===== config.mk =====
export PLATFORM = sky130hd
export DESIGN_NAME = dac_ctrl
export DESIGN_NICKNAME = d
export VERILOG_FILES = /design/src/verilog/dac_pkg.sv /design/src/verilog/dac_sync.sv /design/src/verilog/dac_ctrl.sv
export SDC_FILE = /design/constraint.sdc
export NUM_CORES = 1
export LEC_CHECK = 0
export BUFFER_PORTS_ARGS = -buffer_cell sky130_fd_sc_hd__clkbuf_2
export CORE_MARGIN = 2
export CORE_UTILIZATION = 55
export DETAILED_ROUTE_END_ITERATION = 7
export GPL_TIMING_DRIVEN = 1
export MAX_ROUTING_LAYER = met4
export PLACE_DENSITY_LB_ADDON = 0.08
export SLEW_MARGIN = 20
export SYNTH_ARGS = -nofsm -noshare
export SYNTH_HDL_FRONTEND = slang
export SYNTH_HIERARCHICAL = 1
export SYNTH_SLANG_ARGS = --single-unit

===== constraint.sdc =====
create_clock -name mclk -period 3 [get_ports mclk]
set_input_delay 0.6 -clock mclk [delete_from_list [all_inputs] [get_ports mclk]]
set_output_delay 0.6 -clock mclk [all_outputs]
set_load 0.005 [all_outputs]

===== src/verilog/dac_pkg.sv =====
// constants and types of the dual converter control block
package dac_pkg;

	typedef enum logic [2:0] {
		MODE_PDOWN = 3'b000,
		MODE_IDLE = 3'b001,
		MODE_SINGLE = 3'b010,
		MODE_CONT = 3'b011,
		MODE_IZS = 3'b100,
		MODE_IFS = 3'b101,
		MODE_SZS = 3'b110,
		MODE_SFS = 3'b111
	} dac_mode_type;

	// register byte addresses
	localparam logic [7:0] ADDR_MODE = 8'h00;
	localparam logic [7:0] ADDR_MAIN_CTRL = 8'h04;
	localparam logic [7:0] ADDR_IO = 8'h08;
	localparam logic [7:0] ADDR_FLAGS = 8'h0C;
	localparam logic [7:0] ADDR_IRQ_STAT = 8'h10;
	localparam logic [7:0] ADDR_IRQ_MASK = 8'h14;
	localparam logic [7:0] ADDR_FILTER = 8'h18;

	// mode register fields
	localparam int MODE_OP_LSB = 0;
	localparam int MODE_BUF_BIT = 3;
	localparam int MODE_OSC_OFF_BIT = 4;
	localparam int MODE_PAIR_BIT = 5;
	localparam logic [7:0] MODE_RESET = 8'h00;

	// main control fields
	localparam int CTRL_RANGE_LSB = 0;
	localparam int CTRL_PAIR_LSB = 3;
	localparam int CTRL_UNI_BIT = 5;
	localparam int CTRL_W16_BIT = 6;
	localparam int CTRL_EN_BIT = 7;
	localparam logic [7:0] CTRL_RESET = 8'h00;

	// io register fields
	localparam int IO_X1_EN = 0;
	localparam int IO_X1_PIN = 1;
	localparam int IO_X2_EN = 2;
	localparam int IO_X2_PIN = 3;
	localparam int IO_BURN = 4;
	localparam int IO_P3_OUT = 5;
	localparam int IO_P4_OUT = 6;
	localparam int IO_P3_DAT = 7;
	localparam int IO_P4_DAT = 8;
	localparam int IO_P1_SW = 9;
	localparam int IO_P1_TRI = 10;
	localparam int IO_P2_SW = 11;
	localparam int IO_P2_TRI = 12;
	localparam int IO_P1_DAT = 13;
	localparam int IO_P2_DAT = 14;
	localparam int IO_WIDTH = 15;
	localparam logic [14:0] IO_RESET = 15'h0000;

	// flag register bits
	localparam int FLG_MAIN_RDY = 7;
	localparam int FLG_AUX_RDY = 6;
	localparam int FLG_CAL = 5;
	localparam int FLG_NOREF = 4;
	localparam int FLG_MAIN_ERR = 3;
	localparam int FLG_AUX_ERR = 2;

	// interrupt events
	localparam int IRQ_CAL_DONE = 0;
	localparam int IRQ_MAIN_RDY = 1;
	localparam int IRQ_AUX_RDY = 2;
	localparam int IRQ_FAULT = 3;
	localparam int IRQ_WIDTH = 4;

	localparam logic [7:0] FILTER_RESET = 8'h45;
	localparam logic [11:0] RANGE_BASE_MV = 12'h014;
	localparam int EXC_CURRENT_UA = 200;

	// calibration duration
	localparam int CLK_PERIOD_NS = 8;
	localparam int CAL_TIME_NS = 8000;
	localparam int CAL_CYCLES = CAL_TIME_NS / CLK_PERIOD_NS;

endpackage


===== src/verilog/dac_sync.sv =====
// two flip-flop synchroniser for pin levels
`timescale 1ns/100ps
module dac_sync #(
	parameter int WIDTH = 2
) (
	input wire logic mclk,
	input wire logic rst_b,
	input wire logic [WIDTH-1:0] d,
	output logic [WIDTH-1:0] q
);
	logic [WIDTH-1:0] meta_reg;

	always_ff @(posedge mclk) begin
		if (!rst_b) begin
			meta_reg <= '0;
			q <= '0;
		end else begin
			meta_reg <= d;
			q <= meta_reg;
		end
	end
endmodule


===== src/verilog/dac_ctrl.sv =====
// register file and control logic of the dual converter
`timescale 1ns/100ps
module dac_ctrl
	import dac_pkg::*;
#(
	parameter int CAL_LEN = dac_pkg::CAL_CYCLES
) (
	input wire logic mclk,
	input wire logic rst_b,
	input wire logic psel,
	input wire logic penable,
	input wire logic pwrite,
	input wire logic [7:0] paddr,
	input wire logic [31:0] pwdata,
	output logic [31:0] prdata,
	output logic pready,
	output logic pslverr,
	output logic irq,
	input wire logic main_done,
	input wire logic aux_done,
	input wire logic ref_missing,
	input wire logic main_fault_in,
	input wire logic aux_fault_in,
	output dac_pkg::dac_mode_type op_mode,
	output logic input_buffered,
	output logic osc_run,
	output logic input_pairing_select_bit,
	output logic main_enable,
	output logic main_word16,
	output logic main_unipolar,
	output logic [2:0] main_range,
	output logic [11:0] main_range_mv,
	output logic [1:0] main_pos_input,
	output logic [1:0] main_neg_input,
	output logic [1:0] aux_input,
	output logic [7:0] filter_word,
	output logic ready_pin,
	output logic excitation_out_pin_one,
	output logic excitation_out_pin_two,
	output logic burnout_on,
	input wire logic bidir_port_three_i,
	output logic bidir_port_three_o,
	output logic bidir_port_three_oe,
	input wire logic bidir_port_four_i,
	output logic bidir_port_four_o,
	output logic bidir_port_four_oe,
	output logic switch_port_one_o,
	output logic switch_port_one_oe,
	output logic switch_port_one_gnd,
	output logic switch_port_two_o,
	output logic switch_port_two_oe,
	output logic switch_port_two_gnd
);
	import dac_pkg::*;

	dac_mode_type mode_reg;
	logic [7:3] mode_hi_reg;
	logic [7:0] ctrl_reg;
	logic [IO_WIDTH-1:0] io_reg;
	logic [7:0] filter_reg;
	logic [IRQ_WIDTH-1:0] irq_stat_reg;
	logic [IRQ_WIDTH-1:0] irq_mask_reg;
	logic main_wait_reg;
	logic aux_wait_reg;
	logic cal_busy_reg;
	logic [15:0] cal_cnt_reg;
	logic [31:0] prdata_reg;
	logic [1:0] pin_sync;
	logic wr_acc;
	logic rd_acc;
	logic mapped;
	logic cal_start;
	logic cal_end;
	logic flags_rd;
	logic [7:0] flags;
	logic [IO_WIDTH-1:0] io_view;
	logic [IRQ_WIDTH-1:0] irq_ev;

	////////////////////////////////////////////////////////////////////
	// bus decode

	always_comb begin
		case (paddr)
			ADDR_MODE, ADDR_MAIN_CTRL, ADDR_IO, ADDR_FLAGS,
			ADDR_IRQ_STAT, ADDR_IRQ_MASK, ADDR_FILTER: mapped = 1'b1;
			default: mapped = 1'b0;
		endcase
	end

	assign pready = 1'b1;
	assign pslverr = psel & penable & ~mapped;
	assign wr_acc = psel & penable & pwrite & mapped;
	assign rd_acc = psel & penable & ~pwrite;
	assign flags_rd = rd_acc & (paddr == ADDR_FLAGS);
	assign prdata = prdata_reg;

	////////////////////////////////////////////////////////////////////
	// port pins and read view

	dac_sync #(
		.WIDTH(2)
	) u_pin_sync (
		.mclk(mclk),
		.rst_b(rst_b),
		.d({bidir_port_four_i, bidir_port_three_i}),
		.q(pin_sync)
	);

	always_comb begin
		io_view = io_reg;
		// input ports show the pin level
		if (!io_reg[IO_P3_OUT]) begin
			io_view[IO_P3_DAT] = pin_sync[0];
		end
		if (!io_reg[IO_P4_OUT]) begin
			io_view[IO_P4_DAT] = pin_sync[1];
		end
	end

	always_comb begin
		flags = 8'h00;
		flags[FLG_MAIN_RDY] = main_wait_reg;
		flags[FLG_AUX_RDY] = aux_wait_reg;
		flags[FLG_CAL] = cal_busy_reg;
		flags[FLG_NOREF] = ref_missing;
		flags[FLG_MAIN_ERR] = main_fault_in;
		flags[FLG_AUX_ERR] = aux_fault_in;
	end

	// read data captured in the setup cycle
	always_ff @(posedge mclk) begin
		if (!rst_b) begin
			prdata_reg <= 32'h0000_0000;
		end else if (psel && !penable) begin
			case (paddr)
				ADDR_MODE: prdata_reg <= {24'h000000, mode_hi_reg, mode_reg};
				ADDR_MAIN_CTRL: prdata_reg <= {24'h000000, ctrl_reg};
				ADDR_IO: prdata_reg <= {17'h00000, io_view};
				ADDR_FLAGS: prdata_reg <= {24'h000000, flags};
				ADDR_IRQ_STAT: prdata_reg <= {28'h0000000, irq_stat_reg};
				ADDR_IRQ_MASK: prdata_reg <= {28'h0000000, irq_mask_reg};
				ADDR_FILTER: prdata_reg <= {24'h000000, filter_reg};
				default: prdata_reg <= 32'h0000_0000;
			endcase
		end
	end

	////////////////////////////////////////////////////////////////////
	// mode register and calibration

	assign cal_start = wr_acc && (paddr == ADDR_MODE) && pwdata[2];
	assign cal_end = cal_busy_reg && (cal_cnt_reg == 16'h0001);

	always_ff @(posedge mclk) begin
		if (!rst_b) begin
			mode_reg <= MODE_PDOWN;
			mode_hi_reg <= MODE_RESET[7:3];
		end else if (wr_acc && paddr == ADDR_MODE) begin
			mode_reg <= dac_mode_type'(pwdata[2:0]);
			mode_hi_reg <= pwdata[7:3];
		end else if (cal_end) begin
			mode_reg <= MODE_IDLE;
		end else if (mode_reg == MODE_SINGLE && main_done) begin
			mode_reg <= MODE_IDLE;
		end
	end

	always_ff @(posedge mclk) begin
		if (!rst_b) begin
			cal_busy_reg <= 1'b0;
			cal_cnt_reg <= 16'h0000;
		end else if (cal_start) begin
			cal_busy_reg <= 1'b1;
			cal_cnt_reg <= 16'(CAL_LEN);
		end else if (cal_end) begin
			cal_busy_reg <= 1'b0;
			cal_cnt_reg <= 16'h0000;
		end else if (cal_busy_reg) begin
			cal_cnt_reg <= cal_cnt_reg - 16'h0001;
		end
	end

	// ready pin high through calibration, falls at its end
	assign ready_pin = cal_busy_reg;
	assign op_mode = mode_reg;
	assign input_buffered = mode_hi_reg[MODE_BUF_BIT];
	assign osc_run = !(mode_reg == MODE_PDOWN &&
		mode_hi_reg[MODE_OSC_OFF_BIT]);
	assign input_pairing_select_bit = mode_hi_reg[MODE_PAIR_BIT];

	////////////////////////////////////////////////////////////////////
	// converter control, filter and io registers

	always_ff @(posedge mclk) begin
		if (!rst_b) begin
			ctrl_reg <= CTRL_RESET;
		end else if (wr_acc && paddr == ADDR_MAIN_CTRL) begin
			ctrl_reg <= pwdata[7:0];
		end
	end

	always_ff @(posedge mclk) begin
		if (!rst_b) begin
			filter_reg <= FILTER_RESET;
		end else if (wr_acc && paddr == ADDR_FILTER) begin
			filter_reg <= pwdata[7:0];
		end
	end

	always_ff @(posedge mclk) begin
		if (!rst_b) begin
			io_reg <= IO_RESET;
		end else if (wr_acc && paddr == ADDR_IO) begin
			io_reg <= pwdata[IO_WIDTH-1:0];
		end
	end

	assign filter_word = filter_reg;
	assign main_enable = ctrl_reg[CTRL_EN_BIT];
	assign main_word16 = ctrl_reg[CTRL_W16_BIT];
	assign main_unipolar = ctrl_reg[CTRL_UNI_BIT];
	assign main_range = ctrl_reg[CTRL_RANGE_LSB +: 3];
	assign main_range_mv = RANGE_BASE_MV << main_range;

	// input pair table; pairing bit moves the aux input and the main negative input
	always_comb begin
		case (ctrl_reg[CTRL_PAIR_LSB +: 2])
			2'h0: begin
				main_pos_input = 2'h0;
				main_neg_input = 2'h1;
			end
			2'h1: begin
				main_pos_input = 2'h2;
				main_neg_input = 2'h3;
			end
			2'h2: begin
				main_pos_input = 2'h1;
				main_neg_input = 2'h1;
			end
			default: begin
				main_pos_input = 2'h2;
				main_neg_input = 2'h1;
			end
		endcase
		if (input_pairing_select_bit) begin
			main_neg_input = 2'h3;
			aux_input = 2'h1;
		end else begin
			aux_input = 2'h2;
		end
	end

	////////////////////////////////////////////////////////////////////
	// excitation, burnout and ports

	assign excitation_out_pin_one =
		(io_reg[IO_X1_EN] & ~io_reg[IO_X1_PIN]) |
		(io_reg[IO_X2_EN] & ~io_reg[IO_X2_PIN]);
	assign excitation_out_pin_two =
		(io_reg[IO_X1_EN] & io_reg[IO_X1_PIN]) |
		(io_reg[IO_X2_EN] & io_reg[IO_X2_PIN]);
	assign burnout_on = io_reg[IO_BURN];

	assign bidir_port_three_oe = io_reg[IO_P3_OUT];
	assign bidir_port_three_o = io_reg[IO_P3_DAT];
	assign bidir_port_four_oe = io_reg[IO_P4_OUT];
	assign bidir_port_four_o = io_reg[IO_P4_DAT];

	// switch mode closes to ground; tri-state mode drives only a one
	assign switch_port_one_gnd = io_reg[IO_P1_SW] & io_reg[IO_P1_DAT];
	assign switch_port_one_oe = !io_reg[IO_P1_SW] &&
		(!io_reg[IO_P1_TRI] || io_reg[IO_P1_DAT]);
	assign switch_port_one_o = io_reg[IO_P1_DAT];
	assign switch_port_two_gnd = io_reg[IO_P2_SW] & io_reg[IO_P2_DAT];
	assign switch_port_two_oe = !io_reg[IO_P2_SW] &&
		(!io_reg[IO_P2_TRI] || io_reg[IO_P2_DAT]);
	assign switch_port_two_o = io_reg[IO_P2_DAT];

	////////////////////////////////////////////////////////////////////
	// result flags and interrupts

	// a new result beats the clearing read
	always_ff @(posedge mclk) begin
		if (!rst_b) begin
			main_wait_reg <= 1'b0;
			aux_wait_reg <= 1'b0;
		end else begin
			main_wait_reg <= main_done | (main_wait_reg & ~flags_rd);
			aux_wait_reg <= aux_done | (aux_wait_reg & ~flags_rd);
		end
	end

	assign irq_ev = {main_fault_in | aux_fault_in, aux_done, main_done,
		cal_end};

	always_ff @(posedge mclk) begin
		if (!rst_b) begin
			irq_stat_reg <= '0;
		end else if (wr_acc && paddr == ADDR_IRQ_STAT) begin
			irq_stat_reg <= irq_ev | (irq_stat_reg & ~pwdata[IRQ_WIDTH-1:0]);
		end else begin
			irq_stat_reg <= irq_stat_reg | irq_ev;
		end
	end

	always_ff @(posedge mclk) begin
		if (!rst_b) begin
			irq_mask_reg <= '0;
		end else if (wr_acc && paddr == ADDR_IRQ_MASK) begin
			irq_mask_reg <= pwdata[IRQ_WIDTH-1:0];
		end
	end

	assign irq = |(irq_stat_reg & irq_mask_reg);
endmodule


* Word level (Yosys, flattened, before mapping) *
Cells that the tools add are included.
Widths: inputs -> output; s select.

storage, ports and cells
  register bits after elaboration = 102
  output and inout bits = 87

cells by class
  muxes and demuxes = 17
  equal/unequal tests = 10
  reduce and logical (&&, ||, !) cells = 30
  add/sub/neg operators = 1
  shifts and indexed selects = 1
  bitwise gates (word level) = 30

operators with widths
  operator               count
  $pmux 15 s7            1
  $mux 10                3
  $eq 8x5->1 const B     3
  $eq 16x1->1 const B    1
  $eq 8x4->1 const B     2
  $sub 16x1->16 const B  1
  $and 1x1->1            14
  $logic_and 1x1->1      13
  $shl 5x3->12 const A   1
  $mux 3                 3
  $and 4x4->4            2
  $eq 8x3->1 const B     1
  $logic_not 8->1        1
  $or 4x4->4             2
  $reduce_or 7->1        1
  $logic_not 1->1        6
  $mux 2                 3
  $not 1->1              6
  $reduce_bool 3->1      2
  $mux 1                 5
  $or 1x1->1             5
  $mux 4                 1
  $not 4->4              1
  $pmux 2 s2             1
  other kinds (9)        10

* Logic depth before layout (Yosys ltp) *
Gate-level depths: netlist of the first run.

  depth in word-level cells = 7
  mapped depth = 7

* Hierarchy *
The synthesis of the first run kept the hierarchy.

by module, submodules not included
  module    area an instance (um^2)  cells each  times used  sequential area each (um^2)
  dac_ctrl  4215.3                   483         1           1621.6
  dac_sync  105.1                    8           1           80.1

* Worst setup path before layout of the first run *
No wires, ideal clock.

  path type = input to register
  start = input port paddr[3]
  end = register cal_cnt_reg[1]
  arrival time = 1.686 ns
  cell stages on the path = 5
  path slack = 1.183 ns
  cells stage by stage = buf_2 nor4_4 nand4_1 nand3_1 a211oi_1

on the way
  longest elaborated chain between the ends = 7

RTL lines
  element                                   RTL line         text
  start, declared                           dac_ctrl.sv:13   input wire logic [7:0] paddr,
  $eq 8x4->1, or another cell as far along  dac_ctrl.sv:83   case (paddr)
  $reduce_or 7->1                           dac_ctrl.sv:83
  $mux 1                                    dac_ctrl.sv:83
  $and 1x1->1                               dac_ctrl.sv:92   assign wr_acc = psel & penable & pwrite & mapped;
  $logic_and 1x1->1 * (2 in a row)          dac_ctrl.sv:151  assign cal_start = wr_acc && (paddr == ADDR_MODE) && pwdata[2];
  $reduce_or 3->1 (no source line) *        n/a
  end signal, assigned                      dac_ctrl.sv:174  cal_cnt_reg <= 16'(CAL_LEN);
  end signal, assigned                      dac_ctrl.sv:179  cal_cnt_reg <= cal_cnt_reg - 16'h0001;
  end, declared                             dac_ctrl.sv:66   logic [15:0] cal_cnt_reg;

Mark *: on every way between the ends. The rest lies on a longest branch, timed or not.
A chain may end at the register's enable or synchronous reset.

* Worst setup path after layout of the first run *
  start = input port paddr[2]
  end = output port pslverr

on the way
  longest elaborated chain between the ends = 5

RTL lines
  element                                   RTL line        text
  $eq 8x4->1, or another cell as far along  dac_ctrl.sv:83
  $reduce_or 7->1 *                         dac_ctrl.sv:83
  $mux 1 *                                  dac_ctrl.sv:83
  $not 1->1 *                               dac_ctrl.sv:91  assign pslverr = psel & penable & ~mapped;
  $and 1x1->1 *                             dac_ctrl.sv:91
  end, declared                             dac_ctrl.sv:17  output logic pslverr,

Marks and branches as above.

==> results.json, run 1 <==
{
  "post-cts-setup-buffer-count": 0,
  "worst-path-max-fanout": 21,
  "dieArea_um2": 8580,
  "core_region_area_um2": 7687,
  "maximum_achievable_frequency_mhz": 459.2,
  "worst_hold_path.endpoint": "u_pin_sync/q[0]",
  "post-route-worst-setup-slack_ns": 0.8224,
  "antenna_viol_nets_final": 0,
  "multiInputGateArea_um2": 2328,
  "floorplan.die.width_um": 92.63,
  "final_area_um2": 4989,
  "critical_path_class": "input pin to primary output",
  "buffer_ports.inserted": 100,
  "synth_register_bits": 85,
  "timing.hold.worst.start": "u_pin_sync/meta_reg[0]",
  "pwr_dens_nw_per_um2": 455.0,
  "final_cell_count_no_fill": 679,
  "ys.warnings.count": 6,
  "netlist-cell-type-count": 59,
  "gp_congestion": 0.8772,
  "flip_flop_count_of_the_largest_register_after_layout": 16,
  "first_global_vias": 3569,
  "antenna_found_initial": 0,
  "path_category_of_the_worst_min_delay_check": "flip-flop to flip-flop",
  "clockBufferDepth": 2,
  "setup.worst_path.start_class": "input pin",
  "drive_gt1_share_pct": 24.44,
  "worstHoldPathCells": 1,
  "reg2reg_from": "ready_pin",
  "post_drt_wl_per_cell_um": 16.18,
  "r2r_end": "cal_cnt_reg[15]",
  "place_area_um2": 4745,
  "htree_levels": 3,
  "clkSlewWorstSetupHoldPaths_ns": 0.09,
  "route.detailed.vias_per_inst": 5.679,
  "setup-tns-final_ns": 0,
  "drtIter0Drc": 227,
  "hpwlAfterDp_mm": 8.051,
  "via_total_after_detailed_routing": 3856,
  "drcViolationCount": 0,
  "routed_wl_mm": 10.99,
  "grt_remaining_overflow": 0,
  "first_pass_iters": 4,
  "period_needed_ns": 2.178,
  "mappedNetlistArea_um2": 4320,
  "report.final.slew_viol_count": 0,
  "rsz_0062_raised_after_global_routing": "no",
  "hold_viol_final": 0,
  "synth_top_flop_cell": "sky130_fd_sc_hd__dfxtp_1",
  "placedCellCount": 663,
  "floorplan.die.height_um": 92.63,
  "rrSetupSlack_ns": 1.11,
  "floorplan.rows": 32,
  "skew_ns": 0.01536,
  "ctsResizeCount": 0,
  "wire_length_of_the_first_global_routing_pass_mm": 17.58,
  "cts.sinks": 85,
  "post_synth_inst_count": 491,
  "ys_async_sr_fraction_pct": 0,
  "final_cell_mix": "sky130_fd_sc_hd__clkbuf_2, sky130_fd_sc_hd__dfxtp_1, sky130_fd_sc_hd__nand2_1",
  "largest_net_degree_at_the_start_of_global_routing": 39,
  "diodes": 0,
  "min_period_over_period_pct": 72.59,
  "postLayoutCoreUtil_pct": 64.89,
  "layout_commonest_cell": "sky130_fd_sc_hd__clkbuf_2",
  "clock_latency_ns": 0.36,
  "clock-root-buffer": "sky130_fd_sc_hd__clkbuf_8",
  "leakagePower_uw": 0.002127,
  "tritoncts.num_buffers": 9,
  "io_pins": 139,
  "synth-edff-count": 0,
  "arrival_ns": 1.58,
  "layout.nets": 626,
  "avgSynthCellArea_um2": 8.799,
  "max_cap_violations": 0,
  "start_util_pct": 56.20,
  "timing.final.setup_violations": 0,
  "dp_slack_ns": 0.5226,
  "cts_tree": "done",
  "outcome": "complete, no violations",
  "postCtsHoldBufs": 0,
  "register_area_um2": 1702,
  "global_route_usage_over_all_layers_pct": 26.66,
  "fillCellCount": 719,
  "worst_endpoint_required_time_ns": 2.40,
  "peakVddDrop_mv": 0.2869,
  "worstSetupEndpointType": "primary output",
  "synth_seq_area_share_pct": 39.39,
  "synthToLayoutAreaGrowth_pct": 15.46,
  "worst_case_reg_to_reg_path_depth": 4,
  "timing.max_slew.rel_slack_pct": 55.99,
  "tightest_slew_ns": 0.6583
}
[area by class of cell]
| type | count | share of cell area [%] |
|---|---|---|
| Multi-Input combinational cell | 359 | 46.68 |
| Sequential cell | 85 | 34.11 |
| Timing Repair Buffer | 106 | 10.94 |
| Tap cell | 102 | 2.558 |
| Clock buffer | 9 | 2.483 |
| Clock inverter | 7 | 2.408 |
| Inverter | 11 | 0.8277 |
[report_power, final]
part           internal (µW)  total [µW]  switching [µW]
combinational           52.1         138            86.1
sequential              1140        1140            5.57
clock                    558         991             433
[stage by stage]
step                hold WS (ns)  total power, µW
detailed placement        0.4138             1302
global placement          0.4123             1301
CTS                       0.4340             2286
finish                    0.4352             2270
global route              0.4439             2345
floorplan                 0.4057             1264
[cell usage after synthesis, types with 11 or more instances]
cell type | count | area, µm²
sky130_fd_sc_hd__a22oi_1 | 14 | 105.1
sky130_fd_sc_hd__inv_1 | 11 | 41.29
sky130_fd_sc_hd__buf_2 | 13 | 65.06
sky130_fd_sc_hd__nand2_1 | 73 | 274.0
sky130_fd_sc_hd__nor2_1 | 16 | 60.06
sky130_fd_sc_hd__clkbuf_1 | 15 | 56.30
sky130_fd_sc_hd__nand3_1 | 17 | 85.08
sky130_fd_sc_hd__dfxtp_1 | 85 | 1702
sky130_fd_sc_hd__nor2b_1 | 25 | 156.4
sky130_fd_sc_hd__o21ai_0 | 12 | 60.06
sky130_fd_sc_hd__a21boi_1 | 23 | 172.7
sky130_fd_sc_hd__mux2i_1 | 17 | 170.2
sky130_fd_sc_hd__buf_4 | 26 | 195.2
sky130_fd_sc_hd__and2_1 | 11 | 68.82
[logic make-up after synthesis]
logic type	after synthesis	share of synthesized area [%]
flops	85	39.39
buf+inv	66	8.369
mux	24	6.024
fa+ha+maj	2	0.5791
simple gates	191	25.11
compound gates	110	18.13
xor+xnor	11	2.230
other cells	2	0.1738
[worst max-delay path, stage by stage]
cell and delay (ns):
sky130_fd_sc_hd__clkbuf_2 0.41, sky130_fd_sc_hd__nand3_1 0.12, sky130_fd_sc_hd__and3_1 0.22, sky130_fd_sc_hd__nor2_1 0.10, sky130_fd_sc_hd__clkbuf_2 0.12
[worst max-delay path by stage]
stage / from / end / slack [ns] / cells after the start
global placement: paddr[2] / io_reg[12] / 0.57 / 6
floorplan: paddr[3] / cal_cnt_reg[1] / 1.18 / 5
finish: paddr[2] / pslverr / 0.82 / 5
global route: paddr[2] / pslverr / 0.71 / 5
CTS: paddr[2] / pslverr / 0.83 / 5
detailed placement: paddr[2] / io_reg[0] / 0.52 / 6
[routing by layer]
layer | vias up | wire (µm) | global-route usage [%]
met5 | - | 0 | -
met4 | 0 | 333 | 11.52
met3 | 33 | 553 | 3.499
met2 | 137 | 5212 | 41.61
met1 | 1837 | 4887 | 35.03
li1 | 1849 | - | -
Power figures use the tool's default switching activity.
==> run 2: changes to the inputs <==
--- a/config.mk
+++ b/config.mk
@@ -5,9 +5,10 @@
 export SDC_FILE = /design/constraint.sdc
 export NUM_CORES = 1
 export LEC_CHECK = 0
+export ABC_AREA = 1
 export BUFFER_PORTS_ARGS = -buffer_cell sky130_fd_sc_hd__clkbuf_2
 export CORE_MARGIN = 2
-export CORE_UTILIZATION = 55
+export CORE_UTILIZATION = 46
 export DETAILED_ROUTE_END_ITERATION = 7
 export GPL_TIMING_DRIVEN = 1
 export MAX_ROUTING_LAYER = met4
==> constraint.sdc (replaced) <==
create_clock -name mclk -period 1.85 [get_ports mclk]
set_input_delay 0.37 -clock mclk [delete_from_list [all_inputs] [get_ports mclk]]
set_output_delay 0.37 -clock mclk [all_outputs]
set_load 0.005 [all_outputs]
==> run 2 against run 1 <==
- first-iteration DRC count fell by 11%
- register-to-register slack worse by 0.90 ns
- largest power group unchanged
- critical path type is now flip-flop to primary output
- global-route usage fell by 2.7 points
- highest routed layer unchanged
- routed wire length rose by 2.0%
- area after synthesis down 3.3%
- critical endpoint is now main_range_mv[6]
==> results.json, run 2 <==
{
  "outcome": "complete, no violations",
  "setup-tns-final_ns": 0,
  "ys_top_cells_by_count": "sky130_fd_sc_hd__nand2_1, sky130_fd_sc_hd__dfxtp_1, sky130_fd_sc_hd__nor2_1, sky130_fd_sc_hd__inv_1, sky130_fd_sc_hd__a21oi_1",
  "drtIter0Drc": 201,
  "ys.warnings.count": 6,
  "grt_busiest_layer": "met2",
  "core_region_area_um2": 8763,
  "post-cts-setup-buffer-count": 0,
  "cts.sinks": 85,
  "synth-edff-count": 0,
  "synth_top_flop_cell": "sky130_fd_sc_hd__dfxtp_1",
  "diodes": 0,
  "worst_case_reg_to_reg_path_depth": 11,
  "synth_seq_area_share_pct": 40.73,
  "clkSlewWorstSetupHoldPaths_ns": 0.10,
  "first_global_vias": 3877,
  "largest_net_degree_at_the_start_of_global_routing": 34,
  "avgSynthCellArea_um2": 6.940,
  "layout_commonest_cell": "sky130_fd_sc_hd__nand2_1",
  "htree_levels": 3,
  "gp_congestion": 0.8785,
  "antenna_viol_nets_final": 0,
  "hold_viol_final": 0,
  "hpwlAfterDp_mm": 8.597,
  "timing.final.setup_violations": 0,
  "synthToLayoutAreaGrowth_pct": 20.55,
  "skew_ns": 0.01245,
  "clockBufferDepth": 2,
  "post-synth-top-area-fraction_pct": 40.73,
  "grt_util_met1_pct": 30.50,
  "critical_path_class": "flip-flop to primary output",
  "clock-root-buffer": "sky130_fd_sc_hd__clkbuf_8",
  "routed_wl_mm": 11.21,
  "postCtsHoldBufs": 0,
  "mappedNetlistArea_um2": 4178,
  "wire_length_of_the_first_global_routing_pass_mm": 18.37,
  "post_drt_wl_per_cell_um": 13.57,
  "rrSetupSlack_ns": 0.21,
  "post_synth_inst_count": 602,
  "layout.nets": 767,
  "worst-path-max-fanout": 10,
  "path_category_of_the_worst_min_delay_check": "input pin to flip-flop",
  "maximum_achievable_frequency_mhz": 607.7,
  "floorplan.rows": 34,
  "grt.met3_usage_pct": 3.303,
  "peakVddDrop_mv": 0.3364,
  "place_area_um2": 4805,
  "r2r_end": "cal_cnt_reg[14]",
  "report.final.slew_viol_count": 0,
  "timing.hold.worst.start": "bidir_port_three_i",
  "start_util_pct": 47.67,
  "synth.area.top_cells": "sky130_fd_sc_hd__dfxtp_1, sky130_fd_sc_hd__nand2_1, sky130_fd_sc_hd__nor2_1",
  "flip_flop_count_of_the_largest_register_after_layout": 16,
  "floorplan.die.width_um": 99.30,
  "reg2reg_from": "cal_cnt_reg[1]",
  "leakagePower_uw": 0.002452,
  "min_period_over_period_pct": 88.96,
  "worst_endpoint_required_time_ns": 1.48,
  "max_cap_violations": 0,
  "worstHoldPathCells": 3,
  "period_needed_ns": 1.646,
  "final_cell_mix": "sky130_fd_sc_hd__nand2_1, sky130_fd_sc_hd__clkbuf_2, sky130_fd_sc_hd__nor2_1",
  "synth.largest_area_cell": "sky130_fd_sc_hd__dfxtp_1",
  "worst_hold_path.endpoint": "u_pin_sync/meta_reg[0]",
  "pwr_dens_nw_per_um2": 708.6,
  "drive_gt1_share_pct": 23.54,
  "rsz_0062_raised_after_global_routing": "no",
  "global_route_usage_over_all_layers_pct": 23.92,
  "final_area_um2": 5036,
  "floorplan.die.height_um": 99.30,
  "clock_latency_ns": 0.36,
  "drcViolationCount": 0,
  "yosys.cell_count.top_type": "sky130_fd_sc_hd__nand2_1",
  "ctsResizeCount": 0,
  "setup.worst_path.start_class": "flip-flop",
  "arrival_ns": 1.28,
  "grt_remaining_overflow": 0,
  "antenna_found_initial": 0,
  "grtUsageMet2_pct": 38.83,
  "netlist-cell-type-count": 37,
  "dieArea_um2": 9860,
  "ys_async_sr_fraction_pct": 0,
  "io_pins": 139,
  "first_pass_iters": 5,
  "via_total_after_detailed_routing": 4182,
  "cts_tree": "done",
  "route.detailed.vias_per_inst": 5.063,
  "worstSetupEndpointType": "primary output",
  "buffer_ports.inserted": 100,
  "tritoncts.num_buffers": 9,
  "synth_register_bits": 85
}
run 2: cell types whose count changed in the layout (fill, tap and decap cells not counted), moves of 11 or more:
cell                       before  now
sky130_fd_sc_hd__a21boi_1      23    0
sky130_fd_sc_hd__a21oi_1       10   49
sky130_fd_sc_hd__a22oi_1       14    0
sky130_fd_sc_hd__and2_1        11    0
sky130_fd_sc_hd__buf_4          6   22
sky130_fd_sc_hd__inv_1         11   59
sky130_fd_sc_hd__mux2i_1       17    0
sky130_fd_sc_hd__nand2_1       73  140
sky130_fd_sc_hd__nand3_1       17   31
sky130_fd_sc_hd__nor2_1        16   84
sky130_fd_sc_hd__nor2b_1       25    0
sky130_fd_sc_hd__o21ai_0       12   29
sky130_fd_sc_hd__o21ai_1        1   12
run 2: layout make-up:
class | instances | area [µm²]
clock buffer | 9 | 123.9
tap | 108 | 135.1
timing repair buffer | 124 | 705.7
clock inverter | 7 | 102.6
inverter | 62 | 232.7
fill | 888 | 3727
sequential | 85 | 1704
multi-input combinational | 431 | 2032
run 2: power breakdown:
| part | internal (µW) | leakage [µW] | switching [µW] |
|---|---|---|---|
| clock network | 783 | 0.000117 | 731 |
| logic | 69.2 | 0.00165 | 125 |
| registers | 1850 | 0.000689 | 11.6 |
run 2: routing by layer:
layer,share of wire (%),vias to the layer above
met3,6.1,25
met4,2.6,0
met5,0,-
met1,44,1905
li1,-,2106
met2,47,146
run 2: critical path, cell delays in order, from the launching register on:
cell and delay, ns:
sky130_fd_sc_hd__dfxtp_2 0.44, sky130_fd_sc_hd__inv_1 0.08, sky130_fd_sc_hd__nor2_1 0.13, sky130_fd_sc_hd__nand2_1 0.06, sky130_fd_sc_hd__o21ai_0 0.07, sky130_fd_sc_hd__clkbuf_2 0.14
run 2: kinds of logic after synthesis:
group | after synthesis | share of synthesized area [%]
XOR/XNOR | 7 | 1.468
AO/OA/AOI/OAI | 100 | 12.49
multiplexers | 2 | 0.5390
buffers and inverters | 105 | 12.40
flip-flops | 85 | 40.73
AND/OR/NAND/NOR | 299 | 31.60
other | 2 | 0.1798
adder cells (fa/ha/maj) | 2 | 0.5989
run 2: worst max-delay path by stage:
stage | from | to | slack [ns]
2_1_floorplan | paddr[7] | io_reg[5] | 0.24
6_report | ctrl_reg[2] | main_range_mv[6] | 0.20
3_5_place_dp | paddr[6] | io_reg[9] | -0.08
4_1_cts | ctrl_reg[2] | main_range_mv[6] | 0.06
5_1_grt | cal_cnt_reg[1] | cal_cnt_reg[14] | 0.02
3_3_place_gp | paddr[7] | io_reg[8] | -0.02
run 2: metrics by stage:
step	setup WS, ns	hold slack, ns	utilization (%)	power, µW	std cells
finish	0.2043	0.1864	57.47	3568	826
global route	0.01804	0.1896	57.47	3688	826
CTS	0.06326	0.1784	57.41	3597	826
detailed placement	-0.08486	0.4029	54.83	2095	810
global placement	-0.02497	0.3919	54.83	2093	810
floorplan	0.2374	0.3856	-	2022	621
